--- config.mk ---
export PLATFORM = sky130hd
export DESIGN_NAME = sensor_i2c_slave_port
export DESIGN_NICKNAME = d
export VERILOG_FILES = /design/src/design/sensor_i2c_pkg.sv /design/src/design/sensor_i2c_slave_port.sv
export SDC_FILE = /design/constraint.sdc
export NUM_CORES = 1
export LEC_CHECK = 0
export BUFFER_PORTS_ARGS = -buffer_cell sky130_fd_sc_hd__buf_4
export CORE_ASPECT_RATIO = 0.6
export CORE_MARGIN = 2
export CORE_UTILIZATION = 35
export CTS_CLUSTER_SIZE = 30
export DETAILED_ROUTE_END_ITERATION = 7
export HOLD_SLACK_MARGIN = 0.1
export PLACE_DENSITY = 0.56
export SETUP_SLACK_MARGIN = 0.3
export SYNTH_ARGS = -nofsm -noshare
export SYNTH_HDL_FRONTEND = slang
export SYNTH_SLANG_ARGS = --single-unit
export TNS_END_PERCENT = 5
--- constraint.sdc ---
create_clock -name mclk -period 2.57 [get_ports mclk]
set_input_delay 0.1285 -clock mclk [delete_from_list [all_inputs] [get_ports mclk]]
set_output_delay 0.1285 -clock mclk [all_outputs]
set_load 0.005 [all_outputs]
--- src/design/sensor_i2c_pkg.sv ---
// constants and types for the sensor two-wire slave port
`default_nettype none
package sensor_i2c_pkg;
  localparam int CLK_MHZ = 250;
  // spike suppression widths of the input filters
  localparam int FILT_NORM_NS = 50;
  localparam int FILT_HS_NS = 10;
  localparam int FILT_NORM_CYC = (FILT_NORM_NS * CLK_MHZ + 999) / 1000;
  localparam int FILT_HS_CYC = (FILT_HS_NS * CLK_MHZ + 999) / 1000;
  localparam int TIMEOUT_MS = 30;
  localparam int TIMEOUT_CYC = TIMEOUT_MS * CLK_MHZ * 1000;
  localparam logic [6:0] DEV_ADDR_BASE = 7'h48;
  localparam logic [6:0] GC_ADDR = 7'h00;
  localparam logic [4:0] HS_CODE = 5'h01;
  localparam logic [3:0] BIT_LAST = 4'h8;
  localparam logic [1:0] PTR_TEMP = 2'h0;
  localparam logic [1:0] PTR_CFG = 2'h1;
  localparam logic [1:0] PTR_LO = 2'h2;
  localparam logic [1:0] PTR_HI = 2'h3;
  localparam logic [4:0] OFS_TEMP = 5'h00;
  localparam logic [4:0] OFS_CFG = 5'h04;
  localparam logic [4:0] OFS_LO = 5'h08;
  localparam logic [4:0] OFS_HI = 5'h0c;
  localparam logic [4:0] OFS_STAT = 5'h10;
  localparam logic [15:0] TEMP_RST = 16'h0000;
  localparam logic [15:0] CFG_RST = 16'h0000;
  localparam logic [15:0] LO_RST = 16'h4b00;
  localparam logic [15:0] HI_RST = 16'h5000;
  localparam logic AC_RST = 1'h1;
  localparam int CFG_POL = 2;
  localparam int CFG_AC = 5;
  typedef enum logic [2:0] {
    S_IDLE, S_ADDR, S_ACK, S_RX, S_TX, S_MACK, S_IGN
  } st_t;
endpackage
`default_nettype wire

--- src/design/sensor_i2c_slave_port.sv ---
// two-wire slave port of the temperature sensor with register bus
//
// The register addresses and the Avalon-MM register port were left to the implementer.
`default_nettype none
module sensor_i2c_slave_port
  import sensor_i2c_pkg::*;
#(
  parameter int TIMEOUT_CYCLES = TIMEOUT_CYC
) (
  input wire logic mclk,
  input wire logic rstn,
  input wire logic scl_in,
  input wire logic sda_in,
  output logic sda_out,
  output logic sda_oen,
  input wire logic address_select_pin,
  output logic alert_condition_flag,
  input wire logic [4:0] address,
  input wire logic read,
  input wire logic write,
  input wire logic [31:0] writedata,
  input wire logic [3:0] byteenable,
  output logic [31:0] readdata,
  output logic waitrequest
);
  localparam int TW = $clog2(TIMEOUT_CYCLES + 1);

  // input synchronisers and glitch filters, one per bus line
  logic [1:0] lin;
  logic [1:0] lf;
  logic [3:0] flim;
  logic hs_q;
  assign lin = {sda_in, scl_in};
  assign flim = hs_q ? 4'(FILT_HS_CYC) : 4'(FILT_NORM_CYC);

  genvar g;
  for (g = 0; g < 2; g++) begin : g_line
    logic s1_q, s2_q, f_q, f_d;
    logic [3:0] fc_q, fc_d;
    always_comb begin
      fc_d = 4'h0;
      f_d = f_q;
      if (s2_q != f_q) begin
        if (fc_q >= flim - 4'h1) begin
          f_d = s2_q;
        end else begin
          fc_d = fc_q + 4'h1;
        end
      end
    end
    always_ff @(posedge mclk or negedge rstn) begin
      if (!rstn) begin
        s1_q <= 1'h1;
        s2_q <= 1'h1;
        f_q <= 1'h1;
        fc_q <= 4'h0;
      end else begin
        s1_q <= lin[g];
        s2_q <= s1_q;
        f_q <= f_d;
        fc_q <= fc_d;
      end
    end
    assign lf[g] = f_q;
  end

  logic scl_p_q, sda_p_q, as1_q, as2_q;
  always_ff @(posedge mclk or negedge rstn) begin
    if (!rstn) begin
      scl_p_q <= 1'h1;
      sda_p_q <= 1'h1;
      as1_q <= 1'h0;
      as2_q <= 1'h0;
    end else begin
      scl_p_q <= lf[0];
      sda_p_q <= lf[1];
      as1_q <= address_select_pin;
      as2_q <= as1_q;
    end
  end

  logic scl_f, sda_f, rise, fall, start, stop;
  logic [6:0] own;
  assign scl_f = lf[0];
  assign sda_f = lf[1];
  assign rise = scl_f && !scl_p_q;
  assign fall = !scl_f && scl_p_q;
  assign start = scl_f && scl_p_q && sda_p_q && !sda_f;
  assign stop = scl_f && scl_p_q && !sda_p_q && sda_f;
  assign own = DEV_ADDR_BASE | {6'h0, as2_q};

  // clock-low watchdog; saturates so it fires once per stall
  logic [TW-1:0] tc_q, tc_d;
  logic tmo;
  assign tmo = !scl_f && (tc_q == TW'(TIMEOUT_CYCLES - 1));
  always_comb begin
    tc_d = '0;
    if (!scl_f) begin
      tc_d = (tc_q == TW'(TIMEOUT_CYCLES)) ? tc_q : tc_q + TW'(1);
    end
  end
  always_ff @(posedge mclk or negedge rstn) begin
    if (!rstn) begin
      tc_q <= '0;
    end else begin
      tc_q <= tc_d;
    end
  end

  // register file: temperature, configuration, lower and upper limit
  logic [15:0] temp_q, cfg_q, lo_q, hi_q;
  logic ac_q;

  function automatic logic [15:0] reg_word(input logic [1:0] p,
    input logic [15:0] t, input logic [15:0] c, input logic [15:0] l,
    input logic [15:0] h);
    logic [15:0] w;
    unique case (p)
      PTR_TEMP: w = t;
      PTR_CFG: w = c;
      PTR_LO: w = l;
      default: w = h;
    endcase
    return w;
  endfunction

  logic [15:0] cfg_rd;
  assign cfg_rd = cfg_q | (16'(ac_q) << CFG_AC);

  // serial state machine
  st_t st_q, st_d;
  logic [3:0] bit_q, bit_d;
  logic [7:0] sh_q, sh_d, wb_q, wb_d, txb;
  logic [1:0] ptr_q, ptr_d, cnt_q, cnt_d;
  logic rw_q, rw_d, gc_q, gc_d, up_q, up_d, hs_d, oen_q, oen_d, we;
  logic [15:0] rword;
  assign rword = reg_word(ptr_q, temp_q, cfg_rd, lo_q, hi_q);
  assign txb = up_q ? rword[15:8] : rword[7:0];

  always_comb begin
    st_d = st_q;
    bit_d = bit_q;
    sh_d = sh_q;
    wb_d = wb_q;
    ptr_d = ptr_q;
    cnt_d = cnt_q;
    rw_d = rw_q;
    gc_d = gc_q;
    up_d = up_q;
    hs_d = hs_q;
    oen_d = oen_q;
    we = 1'h0;
    if (tmo) begin
      st_d = S_IGN;
      oen_d = 1'h1;
    end else if (start) begin
      st_d = S_ADDR;
      bit_d = 4'h0;
      oen_d = 1'h1;
    end else if (stop) begin
      st_d = S_IDLE;
      oen_d = 1'h1;
      hs_d = 1'h0;
    end else if (rise) begin
      if (st_q == S_ADDR || st_q == S_RX) begin
        sh_d = {sh_q[6:0], sda_f};
        bit_d = bit_q + 4'h1;
      end else if (st_q == S_TX) begin
        bit_d = bit_q + 4'h1;
      end else if (st_q == S_MACK && sda_f) begin
        st_d = S_IGN;
      end
    end else if (fall) begin
      unique case (st_q)
        S_ADDR: begin
          if (bit_q == BIT_LAST) begin
            if (sh_q[7:3] == HS_CODE) begin
              hs_d = 1'h1;
              st_d = S_IGN;
            end else if (sh_q[7:1] == own || sh_q[7:1] == GC_ADDR) begin
              rw_d = sh_q[0];
              gc_d = (sh_q[7:1] == GC_ADDR);
              cnt_d = 2'h0;
              up_d = 1'h1;
              oen_d = 1'h0;
              st_d = S_ACK;
            end else begin
              st_d = S_IGN;
            end
          end
        end
        S_RX: begin
          if (bit_q == BIT_LAST) begin
            if (gc_q && cnt_q != 2'h0) begin
              st_d = S_IGN;
            end else begin
              oen_d = 1'h0;
              st_d = S_ACK;
              cnt_d = (cnt_q == 2'h2) ? 2'h1 : cnt_q + 2'h1;
              if (!gc_q) begin
                unique case (cnt_q)
                  2'h0: ptr_d = sh_q[1:0];
                  2'h1: wb_d = sh_q;
                  default: we = 1'h1;
                endcase
              end
            end
          end
        end
        S_ACK, S_MACK: begin
          bit_d = 4'h0;
          if (st_q == S_ACK && !rw_q) begin
            oen_d = 1'h1;
            st_d = S_RX;
          end else begin
            sh_d = txb;
            oen_d = txb[7];
            st_d = S_TX;
          end
        end
        S_TX: begin
          if (bit_q == BIT_LAST) begin
            oen_d = 1'h1;
            st_d = S_MACK;
            up_d = !up_q;
          end else begin
            sh_d = {sh_q[6:0], 1'h0};
            oen_d = sh_q[6];
          end
        end
        default: ;
      endcase
    end
  end

  always_ff @(posedge mclk or negedge rstn) begin
    if (!rstn) begin
      st_q <= S_IDLE;
      bit_q <= 4'h0;
      sh_q <= 8'h00;
      wb_q <= 8'h00;
      ptr_q <= PTR_TEMP;
      cnt_q <= 2'h0;
      rw_q <= 1'h0;
      gc_q <= 1'h0;
      up_q <= 1'h1;
      hs_q <= 1'h0;
      oen_q <= 1'h1;
    end else begin
      st_q <= st_d;
      bit_q <= bit_d;
      sh_q <= sh_d;
      wb_q <= wb_d;
      ptr_q <= ptr_d;
      cnt_q <= cnt_d;
      rw_q <= rw_d;
      gc_q <= gc_d;
      up_q <= up_d;
      hs_q <= hs_d;
      oen_q <= oen_d;
    end
  end

  // open drain: only ever pull low, clock pin has no driver at all
  assign sda_out = 1'h0;
  assign sda_oen = oen_q;

  // bus slave: one wait cycle, then the access completes
  logic wait_q, wait_d, ac_d, commit;
  logic [31:0] rd_q, rd_d;
  logic [15:0] temp_d, cfg_d, lo_d, hi_d, wd16;
  assign commit = (read || write) && !wait_q;

  function automatic logic [15:0] merge(input logic [15:0] o,
    input logic [31:0] d, input logic [3:0] be);
    logic [15:0] m;
    m = o;
    if (be[0]) begin
      m[7:0] = d[7:0];
    end
    if (be[1]) begin
      m[15:8] = d[15:8];
    end
    return m;
  endfunction

  always_comb begin
    wait_d = 1'h1;
    rd_d = rd_q;
    temp_d = temp_q;
    cfg_d = cfg_q;
    lo_d = lo_q;
    hi_d = hi_q;
    wd16 = {wb_q, sh_q};
    if ((read || write) && wait_q) begin
      wait_d = 1'h0;
      unique case (address)
        OFS_TEMP: rd_d = {16'h0, temp_q};
        OFS_CFG: rd_d = {16'h0, cfg_rd};
        OFS_LO: rd_d = {16'h0, lo_q};
        OFS_HI: rd_d = {16'h0, hi_q};
        OFS_STAT: rd_d = {28'h0, hs_q, st_q != S_IDLE, ptr_q};
        default: rd_d = 32'h0;
      endcase
    end
    if (commit && write) begin
      unique case (address)
        OFS_TEMP: temp_d = merge(temp_q, writedata, byteenable);
        OFS_CFG: cfg_d = merge(cfg_q, writedata, byteenable);
        OFS_LO: lo_d = merge(lo_q, writedata, byteenable);
        OFS_HI: hi_d = merge(hi_q, writedata, byteenable);
        default: ;
      endcase
    end
    // serial write lands after the bus write, so it wins a tie
    if (we) begin
      unique case (ptr_q)
        PTR_CFG: cfg_d = wd16;
        PTR_LO: lo_d = wd16;
        PTR_HI: hi_d = wd16;
        default: ;
      endcase
    end
    cfg_d[CFG_AC] = 1'h0;
    ac_d = ac_q;
    if ($signed(temp_q[15:4]) >= $signed(hi_q[15:4])) begin
      ac_d = cfg_q[CFG_POL];
    end else if ($signed(temp_q[15:4]) <= $signed(lo_q[15:4])) begin
      ac_d = !cfg_q[CFG_POL];
    end
  end

  always_ff @(posedge mclk or negedge rstn) begin
    if (!rstn) begin
      wait_q <= 1'h1;
      rd_q <= 32'h0;
      temp_q <= TEMP_RST;
      cfg_q <= CFG_RST;
      lo_q <= LO_RST;
      hi_q <= HI_RST;
      ac_q <= AC_RST;
    end else begin
      wait_q <= wait_d;
      rd_q <= rd_d;
      temp_q <= temp_d;
      cfg_q <= cfg_d;
      lo_q <= lo_d;
      hi_q <= hi_d;
      ac_q <= ac_d;
    end
  end

  assign waitrequest = wait_q;
  assign readdata = rd_q;
  assign alert_condition_flag = ac_q;
endmodule
`default_nettype wire

==> results of run 1 <==
[Yosys cell counts, types with 19 or more instances]
| library cell | number | area share |
|---|---|---|
| nor2_1 | 105 | 0.043 |
| nor2b_1 | 19 | 0.013 |
| o21ai_0 | 36 | 0.020 |
| ha_1 | 39 | 0.053 |
| mux2_2 | 37 | 0.046 |
| nand3_1 | 22 | 0.012 |
| dfrtp_1 | 136 | 0.37 |
| buf_4 | 23 | 0.019 |
| inv_1 | 47 | 0.019 |
| nand2_1 | 56 | 0.023 |
| a21oi_1 | 81 | 0.044 |
| mux2i_1 | 68 | 0.074 |
| clkbuf_1 | 23 | 0.0094 |
[logic make-up (layout without fill, tap and decap cells)]
kind of cell / count (synthesis) / in the layout / share of synthesized area
buf+inv: 108 / 212 / 0.0557
mux: 113 / 113 / 0.140
other cells: 1 / 17 / 0.000410
compound gates: 192 / 192 / 0.133
fa+ha+maj: 39 / 39 / 0.0533
flops: 154 / 154 / 0.424
simple gates: 302 / 302 / 0.171
xor+xnor: 25 / 25 / 0.0239
[sequential cells by signal, summed over array words and instances (netlist names), 2 cells and up]
register	cells
ptr_q	2
hi_q	16
g_line.s1_q	2
readdata	16
lo_q	16
g_line.f_q	2
cfg_q	15
g_line.s2_q	2
sh_q	8
temp_q	16
cnt_q	2
g_line.fc_q	8
bit_q	4
tc_q	23
st_q	3
wb_q	8
[path summary, 6_finish.rpt]
check / endpoint / slack [ps] / depth (start not counted) / startpoint
max: alert_condition_flag / 230 / 8 / lo_q[14]
min: cfg_q[13] / 220 / 2 / rstn
max reg2reg: alert_condition_flag / 230 / 8 / lo_q[14]
min reg2reg: g_line[0].s2_q / 360 / 0 / g_line[0].s1_q
max in group asynchronous: sda_p_q / 1460 / 3 / rstn
min in group mclk: temp_q[4] / 280 / 5 / address[4]
[final cells by class]
cell class              count  area [um^2]
fillers                  2484        14400
multi-input cells         688         4900
flip-flops and latches    154         3880
repair buffers            133         1150
clock buffers              20          447
well taps                 352          440
inverters                  47          176
clock inverters            12          150
[critical path: stages (launching register included)]
cell and delay (ps):
dfstp_2 540, inv_1 40, ha_1 290, nand4_1 120
nor2_1 60, or4_1 500, or4_4 440, and4_1 180
nor3_2 110
[stage by stage]
step | util | worst slack [ps] | cell area, um^2
floorplan | - | 298 | 9240
global placement | 0.399 | 176 | 10200
detailed placement | 0.399 | 130 | 10200
CTS | 0.432 | 247 | 11000
global route | 0.437 | 117 | 11100
finish | 0.437 | 227 | 11100
[cells in the final DEF, fill, tap and decap left out, types with 8 or more instances in the layout]
| cell | count |
|---|---|
| xnor2_1 | 11 |
| a22o_1 | 17 |
| nor3_1 | 17 |
| a21oi_1 | 81 |
| mux4_2 | 8 |
| dfstp_2 | 18 |
| nand4_1 | 14 |
| mux2_2 | 37 |
| xor2_1 | 14 |
| mux2i_1 | 68 |
| ha_1 | 37 |
| nor2_1 | 104 |
| dfrtp_1 | 134 |
| clkbuf_16 | 18 |
| o21ai_0 | 36 |
| nor2b_1 | 18 |
| nand3_1 | 22 |
| nand2_1 | 55 |
| buf_4 | 103 |
| inv_1 | 47 |
| dlygate4sd3_1 | 22 |
| nand2b_1 | 8 |
| conb_1 | 17 |
| a222oi_1 | 12 |
[per-layer routing]
metal / wire, um / vias to the layer above / track usage
li1: - / 3535 / -
met3: 2460 / 16 / 0.0640
met1: 14900 / 3675 / 0.342
met4: 185 / 0 / 0.0403
met5: 0 / - / 0
met2: 10100 / 254 / 0.252
[repair_timing]
| item | 4_1_cts | 5_1_grt |
|---|---|---|
| gates cloned | 0 | 1 |
| pin swaps | 1 | 2 |
| buffers inserted | 4 | 2 |
| setup endpoints to repair | 25 | 75 |
| endpoints found under the hold margin | 124 | 0 |
| hold buffers | 22 | 0 |
| resized for setup | 2 | 18 |
[power groups by stage]
stage                     combinational (uW)  sequential (uW)  clock [uW]
after CTS                                743             2790        2650
after detailed placement                 698             2830           0
after global placement                   689             2830           0
after global routing                     850             2820        2770
after floorplan                          462             2780           0
final                                    751             2800        2600
==> reports/metrics.yaml, run 1 <==
cts:
  cts_buffers: 17
  cts_root_buf: "clkbuf_16"
  clkSinkCount: 154
  htree_num_levels: 4
  clk_pin_slew_ps: 70
  insertion_delay_ps: 440
  cts_tree: "yes"
  clock_path_buffers: 2
layout:
  fin_cells: 1406
  drive_above_1_share: 0.224
  syn2layout_area_growth_pct: 21.8
  fin_nets: 1128
  antenna_cells: 0
routing:
  viasPerCell: 5.32
  ant_nets: 0
  first_pass_iters: 5
  avgRoutedWirePerCell_um: 19.6
  drt-initial-drc-count: 864
  drc: 0
  vias: 7480
  wl_mm: 27.6
pwr:
  combPwrFrac: 0.122
  p_per_area_nw_per_um2: 552
  p_sw_frac: 0.267
  vdd_drop_max_v: 0.000451
  p_int_uw: 4510
  p_leak_uw: 0.00549
  total_power_uw: 6150
  net-switching-power_uw: 1640
  clockPowerShare: 0.423
  p_seq_frac: 0.455
placed_design:
  dp.cells: 1345
  io_buffers: 48
  gp_congestion: 0.884
  hpwl_mm: 19.8
status:
  status: "completed"
global_route:
  gr-total-overflow: 0
  grt_pass1_vias: 7065
  antenna_found_initial: 0
  grt_max_degree: 61
  grt_pass1_wl_mm: 42.4
  grt_usage: 0.207
die:
  core_um2: 25500
  design.portCount: 84
  rows: 45
  die_h_um: 129
  die_x_um: 213
  dieArea_um2: 27500
  initial_core_util: 0.359
sta:
  hold_violations: 0
  rsz0062_at_grt: "true"
  relSlewSlack: 0.479
  setup_violations: 0
  skew_ps: 11.0
  fin_setup_tns_ps: 0
  tightest_slew_ps: 780
  final.min_clock_period_ps: 2340
  whs_ps: 216
  fmax_mhz: 427
  post-route-period-util: 0.912
  final_max_slew_viol_count: 0
setup_path:
  startpoint_type: "register"
  cp_max_fo: 3
  cp_data_arrival_time_ps: 2710
  path_class: "reg -> reg"
  required_ps: 2940
  crit_path_end_kind: "register"
min_path:
  hold_class: "in -> async"
yosys:
  yosys_warnings: 0
  ys_seq_area_frac: 0.424
  ys_types: 67
  syn-cell-area_um2: 9150
  async_flop_share: 1.00
  synth_edf_count: 0
  synth_area_per_cell_um2: 9.80
  syn_inst: 934
  synthFlopType: "dfrtp_1"
  ys_ff_latch: 154
job:
  drv_cap: 0
(Power assumes the default switching activity.)
==> run 2: changes to the inputs <==
- SETUP_SLACK_MARGIN: 0.3 -> default
==> run 2 against run 1 <==
Net effect: critical path depth stayed put; maximum frequency is 6.2% lower; final cell count is 0.57% lower; via count is 0.95% lower; routed wire length is 2.4% lower; global-route usage is 0.32 points lower; power is 0.40% higher; clock power is 2% higher.
==> reports/metrics.yaml, run 2 (same netlist as run 1, synthesis figures left out) <==
routing:
  viasPerCell: 5.30
  wl_mm: 27.0
  avgRoutedWirePerCell_um: 19.3
  drc: 0
  vias: 7409
  ant_nets: 0
  drt-initial-drc-count: 706
  first_pass_iters: 6
min_path:
  whs_path_depth: 4
  hold_end: "temp_q[4]"
  hold_class: "in -> reg"
  hp-start: "address[4]"
setup_path:
  cp_max_fo: 2
  rr_endpoint: "alert_condition_flag"
  path_class: "reg -> reg"
  reg2reg_from: "lo_q[9]"
  r2r_slack_ps: 70
  cp_top_family: "simple AND/OR/NAND/NOR gates"
  reg2reg_depth: 8
  cp_slowest_cell: "dfstp_2"
  path_cells: "inv_2 -> ha_4 -> a211oi_2 -> nor3_1 -> or4_1 -> or4_4 -> and4_1 -> nor3_2"
  crit_buf_inv: 1
  crit_path_end_kind: "register"
  cp_data_arrival_time_ps: 2860
  cp_slowest_stage_delay_ps: 540
  required_ps: 2930
  startpoint_type: "register"
layout:
  largest_reg_flops: 23
  antenna_cells: 0
  final_cell_mix: "136 x dfrtp_1, 105 x nor2_1, 95 x buf_4"
  drive_above_1_share: 0.211
  final_common_cell: "dfrtp_1"
  top_register: "tc_q"
  syn2layout_area_growth_pct: 20.8
  fin_area_um2: 11100
  fin_cells: 1398
  fin_nets: 1120
die:
  design.portCount: 84
  dieArea_um2: 27500
  die_x_um: 213
  rows: 45
  initial_core_util: 0.359
  die_h_um: 129
  core_um2: 25500
sta:
  fmax_mhz: 400
  post-route-period-util: 0.972
  skew_ps: 12.5
  hold_violations: 0
  setup_violations: 0
  final.min_clock_period_ps: 2500
  rsz0062_at_grt: "true"
  final_max_slew_viol_count: 0
  tightest_slew_ps: 764
  relSlewSlack: 0.488
pwr:
  vdd_drop_max_v: 0.000370
  p_leak_uw: 0.00542
  p_per_area_nw_per_um2: 559
cts:
  insertion_delay_ps: 440
  clock_path_buffers: 2
  clkSinkCount: 154
  cts_tree: "yes"
  cts_root_buf: "clkbuf_16"
  clk_pin_slew_ps: 60
  cts_buffers: 17
  htree_num_levels: 4
global_route:
  grt_max_degree: 61
  gr-total-overflow: 0
  grt_usage: 0.204
  antenna_found_initial: 0
  grt_pass1_wl_mm: 41.8
  grt_pass1_vias: 6993
status:
  status: "completed"
placed_design:
  post_dp_cell_area_um2: 10200
  io_buffers: 48
  hpwl_mm: 19.5
  dp.cells: 1343
  gp_congestion: 0.900
job:
  drv_cap: 0
-- run 2: worst reg2reg max path: stages (launching register included) --
cell	delay [ps]
dfstp_2	540
inv_2	40
ha_4	210
a211oi_2	220
nor3_1	60
or4_1	540
or4_4	500
and4_1	220
nor3_2	100
-- run 2: power by group --
part	total [uW]	internal [uW]	switching (uW)
sequential	2800	2600	196
clock	2640	1570	1060
combinational	740	354	386
total	6170	4530	1650
-- run 2: cell type report --
cell class / instances / area (um^2)
clock buffers: 20 / 457
clock inverters: 12 / 149
fillers: 2515 / 14500
inverters: 47 / 176
multi-input cells: 688 / 4870
flip-flops and latches: 154 / 3880
well taps: 352 / 440
repair buffers: 125 / 1080
-- run 2: per-layer routing --
metal,vias to the layer above,GRT usage,share of wire
met5,-,0,0
met4,0,0.0436,0.0088
met3,18,0.0543,0.082
met2,247,0.254,0.37
met1,3630,0.337,0.54
li1,3514,-,-
-- run 2: how the worst max path moves through the flow --
stage | start | to | slack, ps | cells past startpoint
floorplan | lo_q[9] | alert_condition_flag | 80 | 8
global placement | lo_q[9] | alert_condition_flag | -2 | 8
detailed placement | lo_q[9] | alert_condition_flag | -20 | 8
CTS | lo_q[9] | alert_condition_flag | 60 | 8
global route | lo_q[9] | alert_condition_flag | -40 | 8
finish | lo_q[9] | alert_condition_flag | 70 | 8
-- run 2: repair_timing --
action | in CTS | in global routing
hold buffers | 22 | 0
setup endpoints to repair | 1 | 1
hold endpoints to repair | 125 | 0
gates resized for setup | 1 | 6
pin swaps | 1 | 5
setup buffers | 0 | 1
-- run 2: metrics by stage --
| stage | worst slack (ps) | hold WS [ps] | util | TNS [ps] | power (uW) |
|---|---|---|---|---|---|
| after global routing | -42.1 | 262 | 0.433 | -42.1 | 6450 |
| final | 71.1 | 233 | 0.433 | 0 | 6170 |
| after floorplan | 75.8 | -167 | - | 0 | 3230 |
| after CTS | 57.3 | 218 | 0.431 | 0 | 6210 |
| after global placement | -1.81 | 153 | 0.399 | -1.81 | 3520 |
| after detailed placement | -17.5 | 145 | 0.399 | -17.5 | 3530 |
